<file path="src/logic/rlp_pkg.sv">
package rlp_pkg;
  // widths
  localparam int unsigned TIME_W      = 32;
  localparam int unsigned ALARMS      = 3;
  localparam int unsigned EVENTS      = 4;
  localparam int unsigned CAP_W       = 4;
  localparam int unsigned LPC_W       = 16;
  localparam int unsigned MISS_W      = 24;
  // event positions in the flag vectors
  localparam int unsigned EV_ALARM0   = 0;
  localparam int unsigned EV_MISS     = 3;
  // alarm that may clear the time counter
  localparam int unsigned AUTO_ALARM  = 0;
  // reset values
  localparam logic [31:0] TIME_RST    = 32'h0000_0000;
  localparam logic [15:0] LPC_RST     = 16'h0000;
  localparam logic [3:0]  CAP_RST     = 4'h0;
  localparam logic [3:0]  FLAG_RST    = 4'h0;
  // timing
  localparam int unsigned CLK_PERIOD_NS = 10;
  localparam int unsigned MISS_TIME_NS  = 100000;
  // window is a longest time: rounded down
  localparam int unsigned MISS_CYCLES   = MISS_TIME_NS / CLK_PERIOD_NS;
endpackage

</file>
<file path="src/logic/rlp_lpc.sv">
`timescale 1ns/1ps
module rlp_lpc (
  // clock and reset
  input  wire logic                      clock_i,
  input  wire logic                      rst_n_i,
  // increment sources
  input  wire logic                      tick_i,
  input  wire logic                      ext_edge_i,
  // configuration
  input  wire logic                      enable_i,
  input  wire logic                      src_ext_i,
  input  wire logic                      restart_i,
  input  wire logic                      pwm_en_i,
  input  wire logic [rlp_pkg::LPC_W-1:0] threshold_i,
  input  wire logic [rlp_pkg::LPC_W-1:0] duty_i,
  input  wire logic                      ovf_clr_i,
  input  wire logic                      match_clr_i,
  // state
  output logic      [rlp_pkg::LPC_W-1:0] count_o,
  output logic                           ovf_o,
  output logic                           match_o,
  output logic                           wave_o
);
  logic [rlp_pkg::LPC_W-1:0] cnt_q;
  logic                      ovf_q;
  logic                      match_q;
  logic                      wave_q;
  wire inc_w   = enable_i & (src_ext_i ? ext_edge_i : tick_i);
  wire eq_w    = (cnt_q == threshold_i);
  wire top_w   = &cnt_q;
  wire hit_w   = inc_w & eq_w;
  wire wrap_w  = inc_w & top_w & ~(restart_i & eq_w);
  wire [rlp_pkg::LPC_W-1:0] cnt_d =
    (hit_w & restart_i) ? rlp_pkg::LPC_RST :
    inc_w ? cnt_q + 16'h0001 : cnt_q;
  // pwm level is compared on the count, square wave toggles on match
  wire wave_d = pwm_en_i ? (cnt_q < duty_i) :
                (hit_w ? ~wave_q : wave_q);

  always_ff @(posedge clock_i or negedge rst_n_i) begin
    if (!rst_n_i) begin
      cnt_q   <= rlp_pkg::LPC_RST;
      ovf_q   <= 1'b0;
      match_q <= 1'b0;
      wave_q  <= 1'b0;
    end else begin
      cnt_q   <= cnt_d;
      // set beats a simultaneous clear
      ovf_q   <= wrap_w | (ovf_q & ~ovf_clr_i);
      match_q <= hit_w | (match_q & ~match_clr_i);
      wave_q  <= wave_d;
    end
  end

  assign count_o = cnt_q;
  assign ovf_o   = ovf_q;
  assign match_o = match_q;
  assign wave_o  = wave_q;
endmodule // rlp_lpc

</file>
<file path="src/logic/rlp_top.sv">
`timescale 1ns/1ps
// Notes on behaviour
// - 32-bit time counter advances each rising timer edge
// - three alarm flags plus missing-clock flag
// - each event routable to irq, reset, wakeup
// - alarm zero optionally clears time counter
// - detector flags a stopped timer clock
// - timer clock from internal osc or crystal
// - sixteen-level crystal load capacitance setting
// - timer clock driven to pin when enabled
// - internal oscillator offered to other modules
// - low-power counter runs from timer clock
// - counts timer clock or external edge
// - overflow and threshold match flagged
// - restart on match gives square wave
// - pwm with configurable period and duty
module rlp_top #(
  parameter int unsigned MISS_CYCLES = rlp_pkg::MISS_CYCLES
) (
  // clock and reset
  input  wire logic                       clock_i,
  input  wire logic                       reset_n_i,
  // oscillator and external count pins
  input  wire logic                       int_osc_i,
  input  wire logic                       xtal_i,
  input  wire logic                       ext_count_i,
  // timekeeping unit control
  input  wire logic                       run_en_i,
  input  wire logic                       src_xtal_i,
  input  wire logic                       auto_clr_en_i,
  input  wire logic                       miss_en_i,
  input  wire logic                       clk_out_en_i,
  input  wire logic                       deepest_power_mode_i,
  input  wire logic [rlp_pkg::CAP_W-1:0]  cap_sel_i,
  input  wire logic [rlp_pkg::TIME_W-1:0] alarm0_cmp_i,
  input  wire logic [rlp_pkg::TIME_W-1:0] alarm1_cmp_i,
  input  wire logic [rlp_pkg::TIME_W-1:0] alarm2_cmp_i,
  input  wire logic [rlp_pkg::EVENTS-1:0] flag_clr_i,
  input  wire logic [rlp_pkg::EVENTS-1:0] irq_en_i,
  input  wire logic [rlp_pkg::EVENTS-1:0] rst_en_i,
  input  wire logic [rlp_pkg::EVENTS-1:0] wake_en_i,
  // low-power counter control
  input  wire logic                       lpc_en_i,
  input  wire logic                       lpc_src_ext_i,
  input  wire logic                       lpc_fall_i,
  input  wire logic                       lpc_restart_i,
  input  wire logic                       lpc_pwm_en_i,
  input  wire logic [rlp_pkg::LPC_W-1:0]  lpc_threshold_i,
  input  wire logic [rlp_pkg::LPC_W-1:0]  lpc_duty_i,
  input  wire logic                       lpc_ovf_clr_i,
  input  wire logic                       lpc_match_clr_i,
  // timekeeping unit state
  output logic      [rlp_pkg::TIME_W-1:0] time_o,
  output logic      [rlp_pkg::EVENTS-1:0] flags_o,
  output logic                            irq_o,
  output logic                            sys_reset_req_o,
  output logic                            wake_o,
  // clocks and oscillator setting
  output logic                            timer_clock_out_o,
  output logic                            osc_clk_o,
  output logic      [rlp_pkg::CAP_W-1:0]  cap_sel_o,
  // low-power counter state
  output logic      [rlp_pkg::LPC_W-1:0]  lpc_count_o,
  output logic                            lpc_ovf_o,
  output logic                            lpc_match_o,
  output logic                            lpc_wave_o
);
  // reset release
  logic rst_s1_q;
  logic rst_n_q;
  always_ff @(posedge clock_i or negedge reset_n_i) begin
    if (!reset_n_i) begin
      rst_s1_q <= 1'b0;
      rst_n_q  <= 1'b0;
    end else begin
      rst_s1_q <= 1'b1;
      rst_n_q  <= rst_s1_q;
    end
  end

  // pin synchronisers, first stage read only by second
  logic [2:0] pin_s1_q;
  logic [2:0] pin_s2_q;
  always_ff @(posedge clock_i or negedge rst_n_q) begin
    if (!rst_n_q) begin
      pin_s1_q <= 3'h0;
      pin_s2_q <= 3'h0;
    end else begin
      pin_s1_q <= {ext_count_i, xtal_i, int_osc_i};
      pin_s2_q <= pin_s1_q;
    end
  end
  wire osc_s_w  = pin_s2_q[0];
  wire xtal_s_w = pin_s2_q[1];
  wire ext_s_w  = pin_s2_q[2];

  // selected timer clock and its rising-edge tick
  wire  sel_clk_d = src_xtal_i ? xtal_s_w : osc_s_w;
  logic sel_clk_q;
  logic sel_prev_q;
  logic ext_prev_q;
  wire  tick_w = sel_clk_q & ~sel_prev_q;
  wire  ext_edge_w = lpc_fall_i ? (~ext_s_w & ext_prev_q)
                                : (ext_s_w & ~ext_prev_q);
  always_ff @(posedge clock_i or negedge rst_n_q) begin
    if (!rst_n_q) begin
      sel_clk_q  <= 1'b0;
      sel_prev_q <= 1'b0;
      ext_prev_q <= 1'b0;
    end else begin
      sel_clk_q  <= sel_clk_d;
      sel_prev_q <= sel_clk_q;
      ext_prev_q <= ext_s_w;
    end
  end

  function automatic logic hit(input logic [31:0] a,
                               input logic [31:0] b);
    hit = (a == b);
  endfunction

  // time counter and alarms
  logic [rlp_pkg::TIME_W-1:0] time_q;
  wire adv_w = tick_w & run_en_i;
  wire [rlp_pkg::ALARMS-1:0] eq_w = {hit(time_q, alarm2_cmp_i),
                                     hit(time_q, alarm1_cmp_i),
                                     hit(time_q, alarm0_cmp_i)};
  wire [rlp_pkg::ALARMS-1:0] fire_w =
    {rlp_pkg::ALARMS{adv_w}} & eq_w;
  wire auto_w = auto_clr_en_i & fire_w[rlp_pkg::AUTO_ALARM];
  wire [rlp_pkg::TIME_W-1:0] time_d =
    auto_w ? rlp_pkg::TIME_RST :
    adv_w  ? time_q + 32'h0000_0001 : time_q;

  // missing-clock window counter, saturates at the window
  logic [rlp_pkg::MISS_W-1:0] miss_cnt_q;
  wire [rlp_pkg::MISS_W-1:0] miss_lim_w = MISS_CYCLES[23:0] - 24'h000001;
  wire miss_at_w  = (miss_cnt_q == miss_lim_w);
  wire miss_hit_w = miss_en_i & miss_at_w & ~tick_w;
  wire [rlp_pkg::MISS_W-1:0] miss_cnt_d =
    (tick_w | ~miss_en_i) ? 24'h000000 :
    miss_at_w ? miss_cnt_q : miss_cnt_q + 24'h000001;

  // event flags: set beats a simultaneous clear
  logic [rlp_pkg::EVENTS-1:0] flags_q;
  wire [rlp_pkg::EVENTS-1:0] ev_w = {miss_hit_w, fire_w};
  wire [rlp_pkg::EVENTS-1:0] flags_d = ev_w | (flags_q & ~flag_clr_i);
  wire irq_d  = |(flags_q & irq_en_i);
  wire rst_d  = |(flags_q & rst_en_i);
  wire wake_d = |(flags_q & wake_en_i);

  // clock out keeps running in the deepest power mode; the mode
  // pin is not allowed to gate it
  wire clk_out_d = clk_out_en_i & sel_clk_q;
  wire unused_w  = deepest_power_mode_i;

  logic                          irq_q;
  logic                          rst_req_q;
  logic                          wake_q;
  logic                          clk_out_q;
  logic                          osc_out_q;
  logic [rlp_pkg::CAP_W-1:0]     cap_q;
  always_ff @(posedge clock_i or negedge rst_n_q) begin
    if (!rst_n_q) begin
      time_q     <= rlp_pkg::TIME_RST;
      miss_cnt_q <= 24'h000000;
      flags_q    <= rlp_pkg::FLAG_RST;
    end else begin
      time_q     <= time_d;
      miss_cnt_q <= miss_cnt_d;
      flags_q    <= flags_d;
    end
  end

  // routed requests lag the flags by one edge; kept registered so
  // no pin ever sees a decode glitch
  always_ff @(posedge clock_i or negedge rst_n_q) begin
    if (!rst_n_q) begin
      irq_q      <= 1'b0;
      rst_req_q  <= 1'b0;
      wake_q     <= 1'b0;
      clk_out_q  <= 1'b0;
      osc_out_q  <= 1'b0;
      cap_q      <= rlp_pkg::CAP_RST;
    end else begin
      irq_q      <= irq_d;
      rst_req_q  <= rst_d;
      wake_q     <= wake_d;
      clk_out_q  <= clk_out_d;
      osc_out_q  <= osc_s_w;
      cap_q      <= cap_sel_i;
    end
  end

  assign time_o            = time_q;
  assign flags_o           = flags_q;
  assign irq_o             = irq_q;
  assign sys_reset_req_o   = rst_req_q;
  assign wake_o            = wake_q;
  assign timer_clock_out_o = clk_out_q;
  assign osc_clk_o         = osc_out_q;
  assign cap_sel_o         = cap_q;

  rlp_lpc u_lpc (
    .clock_i     (clock_i),
    .rst_n_i     (rst_n_q),
    .tick_i      (tick_w),
    .ext_edge_i  (ext_edge_w),
    .enable_i    (lpc_en_i),
    .src_ext_i   (lpc_src_ext_i),
    .restart_i   (lpc_restart_i),
    .pwm_en_i    (lpc_pwm_en_i),
    .threshold_i (lpc_threshold_i),
    .duty_i      (lpc_duty_i),
    .ovf_clr_i   (lpc_ovf_clr_i),
    .match_clr_i (lpc_match_clr_i),
    .count_o     (lpc_count_o),
    .ovf_o       (lpc_ovf_o),
    .match_o     (lpc_match_o),
    .wave_o      (lpc_wave_o)
  );
endmodule // rlp_top

</file>
<file path="config.mk">
export PLATFORM = sky130hd
export DESIGN_NAME = rlp_top
export DESIGN_NICKNAME = d
export VERILOG_FILES = /design/src/logic/rlp_pkg.sv /design/src/logic/rlp_lpc.sv /design/src/logic/rlp_top.sv
export SDC_FILE = /design/constraint.sdc
export NUM_CORES = 1
export LEC_CHECK = 0
export BUFFER_PORTS_ARGS = -buffer_cell sky130_fd_sc_hd__buf_2
export CORE_MARGIN = 2
export CORE_UTILIZATION = 56
export CTS_BUF_LIST = sky130_fd_sc_hd__clkbuf_8
export CTS_CLUSTER_DIAMETER = 80
export DETAILED_ROUTE_END_ITERATION = 10
export PLACE_DENSITY = 0.95
export SYNTH_ARGS = -nofsm -noshare
export SYNTH_HDL_FRONTEND = slang
export SYNTH_SLANG_ARGS = --single-unit
</file>
<file path="constraint.sdc">
create_clock -name clock_i -period 5.15 [get_ports clock_i]
set_input_delay 0.515 -clock clock_i [delete_from_list [all_inputs] [get_ports clock_i]]
set_output_delay 0.515 -clock clock_i [all_outputs]
set_load 0.05 [all_outputs]
</file>
**After elaboration in Yosys (flattened, before gate mapping)**

Index checks and enable logic that the tools add are counted.

- Logic and storage cells: 83
- Output and inout bits: 64
- Input port bits: 166
- Register bits after elaboration: 99

- Equality and inequality tests: 6
- Bitwise logic cells: 35
- Add/subtract/negate cells: 3
- Reduce and logical (&&, ||, !) cells: 7
- Mux-type cells: 11
- Magnitude comparators: 1

Operators by type and width:

| operator | count |
|---|---|
| == test 32 bit | 3 |
| two-way mux 32 bit | 2 |
| two-way mux 24 bit | 2 |
| adder 32 x 1 -> 32 bit, second input constant | 1 |
| two-way mux 16 bit | 2 |
| adder 24 x 1 -> 24 bit, second input constant | 1 |
| == test 24 x 14 -> 1 bit, second input constant | 1 |
| adder 16 x 1 -> 16 bit, second input constant | 1 |
| bitwise AND 1 bit | 16 |
| bitwise AND 4 bit | 4 |
| == test 16 bit | 1 |
| less-than comparator 16 bit | 1 |
| AND reduction 16 bit | 1 |
| OR reduction 4 bit | 3 |
| NOT 1 bit | 9 |
| nonzero test 2 bit | 3 |
| two-way mux 1 bit | 5 |
| NOT 4 bit | 1 |
| OR 4 bit | 1 |
| bitwise AND 3 bit | 1 |
| OR 1 bit | 3 |
| inequality test 2 x 1 -> 1 bit, second input constant | 1 |

**Depth between registers and ports, before layout**

- Depth after elaboration: 8
- Gate-level depth with buffers: 7
- Depth with buffers taken out: 7

**Cells and area by module**

From an unflattened synthesis, not the netlist that was laid out.

- Cell total of the unflattened synthesis: 666
- Area, all modules: 6256.0 sq um

By module, submodules not included:

| module | cells each | area each (sq um) | seq. area each (sq um) | instances |
|---|---|---|---|---|
| rlp_top | 498 | 4785.8 | 2001.9 | 1 |
| rlp_lpc | 168 | 1470.2 | 475.5 | 1 |

**Least setup slack after synthesis**

Ideal clock, no wire load.

- Path kind: register to register
- Start: reg time_q (netlist bit time_o[13])
- End: reg time_q (netlist bit time_o[21])
- Arrival: 2.068 ns
- Cell stages (with the launch flop): 8
- Setup slack: 2.960 ns
- Data required time: 5.029 ns
- Path buffers: 2
- Setup time: 0.121 ns
- Clock period less this slack: 2.190 ns
- Cell sequence: dfrtp_1 clkbuf_1 xor2_1 nor4_1 nand4_1 nor4_2 buf_2 nor2_1

- Word-level cells in the longest chain between the ends: 4
- Elaborated cells between the ends (all ways): 7
- Classes of those cells: 1 x add/sub; 1 x eq/ne; 2 x mux; 2 x bitwise; 1 x reduce/logical

Ends and longest elaborated chain:

| what | RTL line | RTL |
|---|---|---|
| start: declaration | rlp_top.sv:123 | `logic [rlp_pkg::TIME_W-1:0] time_q;` |
| start signal: assignment | rlp_top.sv:165 | `time_q <= rlp_pkg::TIME_RST;` |
| start signal: assignment | rlp_top.sv:169 | `time_q <= time_d;` |
| parallel branches: the longest is 4 deep, another holds adder 32 x 1 -> 32 bit | n/a |  |

Several ways; the timed one is not identified. The select of a mux whose other input is x is not followed.
A chain may end at the register's enable or synchronous reset.

**Final worst setup path**

- Start: reg time_q (netlist bit time_o[14])
- End: reg time_q (netlist bit time_o[9])

- Word-level cells in the longest chain between the ends: 4
- Elaborated cells between the ends (all ways): 5
- Classes of those cells: 1 x eq/ne; 1 x mux; 2 x bitwise; 1 x reduce/logical

Ends and longest elaborated chain:

| what | RTL line | RTL |
|---|---|---|
| == test 32 bit (*) | rlp_top.sv:119 | `hit = (a == b);` |
| bitwise AND 3 bit (*) | rlp_top.sv:129 | `{rlp_pkg::ALARMS{adv_w}} & eq_w;` |
| bitwise AND 1 bit (*) | rlp_top.sv:130 | `wire auto_w = auto_clr_en_i & fire_w[rlp_pkg::AUTO_ALARM];` |
| two-way mux 32 bit or nonzero test 2 bit (tied branches) | n/a |  |

Mark *: on every way between the ends. The rest lies on a longest branch, timed or not.

==> metrics <==
worst skew pair latency=0.35 ns; Worst setup SP type=flop; Post-Route M1 WL=6750 microns; Reg clk slew, reported paths=0.10 ns; total placed instance area=7390 sq um; syn_area_per_cell=9.21 sq um; area share of the largest cell type after synthesis=39.9%; crit path capture type=flop; # clock sinks=99; vias in the first global route=5,492; DR pass1 iterations=4; fin crit share=48.4%; largest family of logic cells by synthesized area=XOR/XNOR gates; VDD IR max=170 uV; final setup vio count=0; R2R depth=6; main area contributors after synthesis=dfrtp_1 (40%), xor2_1 (21%), nor2_1 (4.5%), nand4_1 (3.8%), ha_1 (3.6%); Finished Core Util=69.8%; most frequent cells after synthesis=xor2_1 (147), dfrtp_1 (99), nor2_1 (75); final hold viol count=0; Leakage=3.95 nW; number of synthesized flops with an enable pin=0; Worst path slowest cell=dfrtp_1; Synth Instances=674; commonest register cell after synthesis=dfrtp_1; worst path cell trace=xor2_1 -> nor4_1 -> nand4_1 -> nor4_4 -> buf_4 -> nor2_1; Die X=109 microns; critical path class=flop to flop; clk root buf=clkbuf_8; Worst Tran Pin Value=0.978 ns; total congestion overflow=0; initial DRC count=313; cell accounting for the most synthesized area=dfrtp_1; largest net degree at the start of global routing=66; total of max-cap violations=0; Vias=5,760; floorplan core area=10,800 sq um; Worst Path Max Fanout=32; worst r2r src=time_o[14]; Critical path origin=time_o[14]; RSZ-0062 raised after global routing=no; IO Port Bufs=228; Routed Antenna Nets=0; syn_nets=858; met2 WL=8780 microns; mux cell area share after synthesis=0.343%; gr usage total=29.6%; CTS Buffer Depth=2; total power=1.78 mW; cell area power density=236 nW/um^2; # fillers=842; Reg2Reg Setup Slack=2.66 ns; Num CTS Buffers=9; post-DR wirelength/cell=17.2 microns; sequential element share of the synthesized area=39.9%; post-layout min period=2.49 ns; vias per inst=5.64; Starting Density=57.3%; Resize count post-CTS=0; Nets=1,061; Worst Path Arrival=2.72 ns; most frequent cell after synthesis=xor2_1; Max Fclk=401 MHz; Area Growth Syn to Fin=21.9%; Post-Synth Adder-Cell Area=3.63%; Max Clock Skew=0.0136 ns; total stage count of the critical path=6; crit-path max cell delay=0.53 ns; TNS Setup=0 ns; Compound-Gate Fraction of Synth Area=4.64%; HPWL after DPL=13,600 microns; met3 WL post-DR=1300 microns; top routing layer in use=met4; status=finished, final reports clean; Warnings, synthesis=0; global-route wire length before repair=26,800 microns; Synth cell types=43; Critical Path RT=5.38 ns; hold_sp=cap_sel_i[0]; Post-Synth Simple-Gate Area=22.6%; CP Capture Point=time_o[9]; ant diodes=0; Die Y=109 microns; H-tree depth=3; I/O pins=230; CP delay by family, top=simple AND/OR/NAND/NOR gates; Finished Cell Area=7570 sq um; Synth Area in XOR/XNOR=24.1%; initial antenna violation count=0; Hold Slack=0.263 ns; Pins Over Slew Limit=0; WL final=17,500 microns; Slew headroom=34.3%; CTS tree=yes; buffer and inverter count on the worst path=1; worst min path class=input port to flop; Seq cells post-synth=99; Rows=38; fraction of layout cells with a size suffix above 1=28.8%; die area=11,900 sq um; Mapped Area=6210 sq um; Async S/R FF share, synth=100%; Remaining DRCs=0; Worst R2R End=time_o[9]; GP Congestion=0.934
==> worst min-delay path by stage <==
stage	to	slack (ns)	cells past startpoint
after global routing	cap_sel_o[0]	0.24	1
after detailed placement	osc_clk_o	0.28	0
after floorplan	rst_n_q	0.22	0
after CTS	cap_sel_o[0]	0.26	1
final	cap_sel_o[0]	0.26	1
after global placement	sel_clk_q	0.28	0
==> cells in the final DEF (no fill, tap or decap), drive strengths merged, types with 5 or more instances in the layout <==
cell type / instances
buf: 231
xor2: 147
dfrtp: 99
nor2: 75
nand4: 38
inv: 35
nand3: 34
nor4: 33
nand2: 27
xnor2: 24
ha: 18
nor3: 15
o21ai: 13
a21oi: 13
clkbuf: 9
or3: 7
nand2b: 6
and3: 6
a22oi: 6
and4: 5
==> worst reg2reg max path, cell delays in order, from the launching register on <==
cell,delay (ns)
dfrtp_1,0.53
xor2_1,0.22
nor4_1,0.51
nand4_1,0.34
nor4_4,0.29
buf_4,0.36
nor2_1,0.12
==> where the power goes <==
part	switching [mW]	internal [mW]
Clock	0.265	0.174
Combinational	0.270	0.162
Sequential	0.0975	0.814
Total	0.632	1.15
==> final cells by class <==
cell class | count | area [sq um] | share of cell area (%)
multi-input combinational | 502 | 3440 | 45.5
sequential | 99 | 2480 | 32.8
inverter | 33 | 124 | 1.64
timing repair buffer | 232 | 1170 | 15.5
tap | 140 | 175 | 2.32
clock inverter | 7 | 43.8 | 0.579
clock buffer | 9 | 124 | 1.64
==> sequential cells by signal, summed over array words and instances, names as in the netlist, 3 cells and up <==
name	count
flags_o	4
pin_s2_q	3
u_lpc.count_o	16
miss_cnt_q	24
cap_sel_o	4
time_o	32
pin_s1_q	3
==> per-stage QoR <==
step,std cells,worst slack [ns]
after global routing,1022,2.45
final,1022,2.66
after global placement,1005,2.64
after floorplan,674,2.19
after detailed placement,1005,2.64
after CTS,1022,2.69
==> per-layer routing <==
layer	up-vias	GRT usage [%]
met5	-	0
met4	0	14.0
met3	54	4.12
met2	299	52.5
met1	2709	35.4
li1	2698	-
==> cell families after synthesis <==
group,count (synthesis)
XOR/XNOR,171
multiplexers,2
AND/OR/NAND/NOR,264
AO/OA/AOI/OAI,46
other,1
adder cells (fa/ha/maj),18
buffers and inverters,73
flip-flops,99
==> timing repair <==
action                    CTS  global route
hold buffers                1             0
buffers inserted            0             0
hold endpoints to repair    2             0
Power figures use the tool's default switching activity.
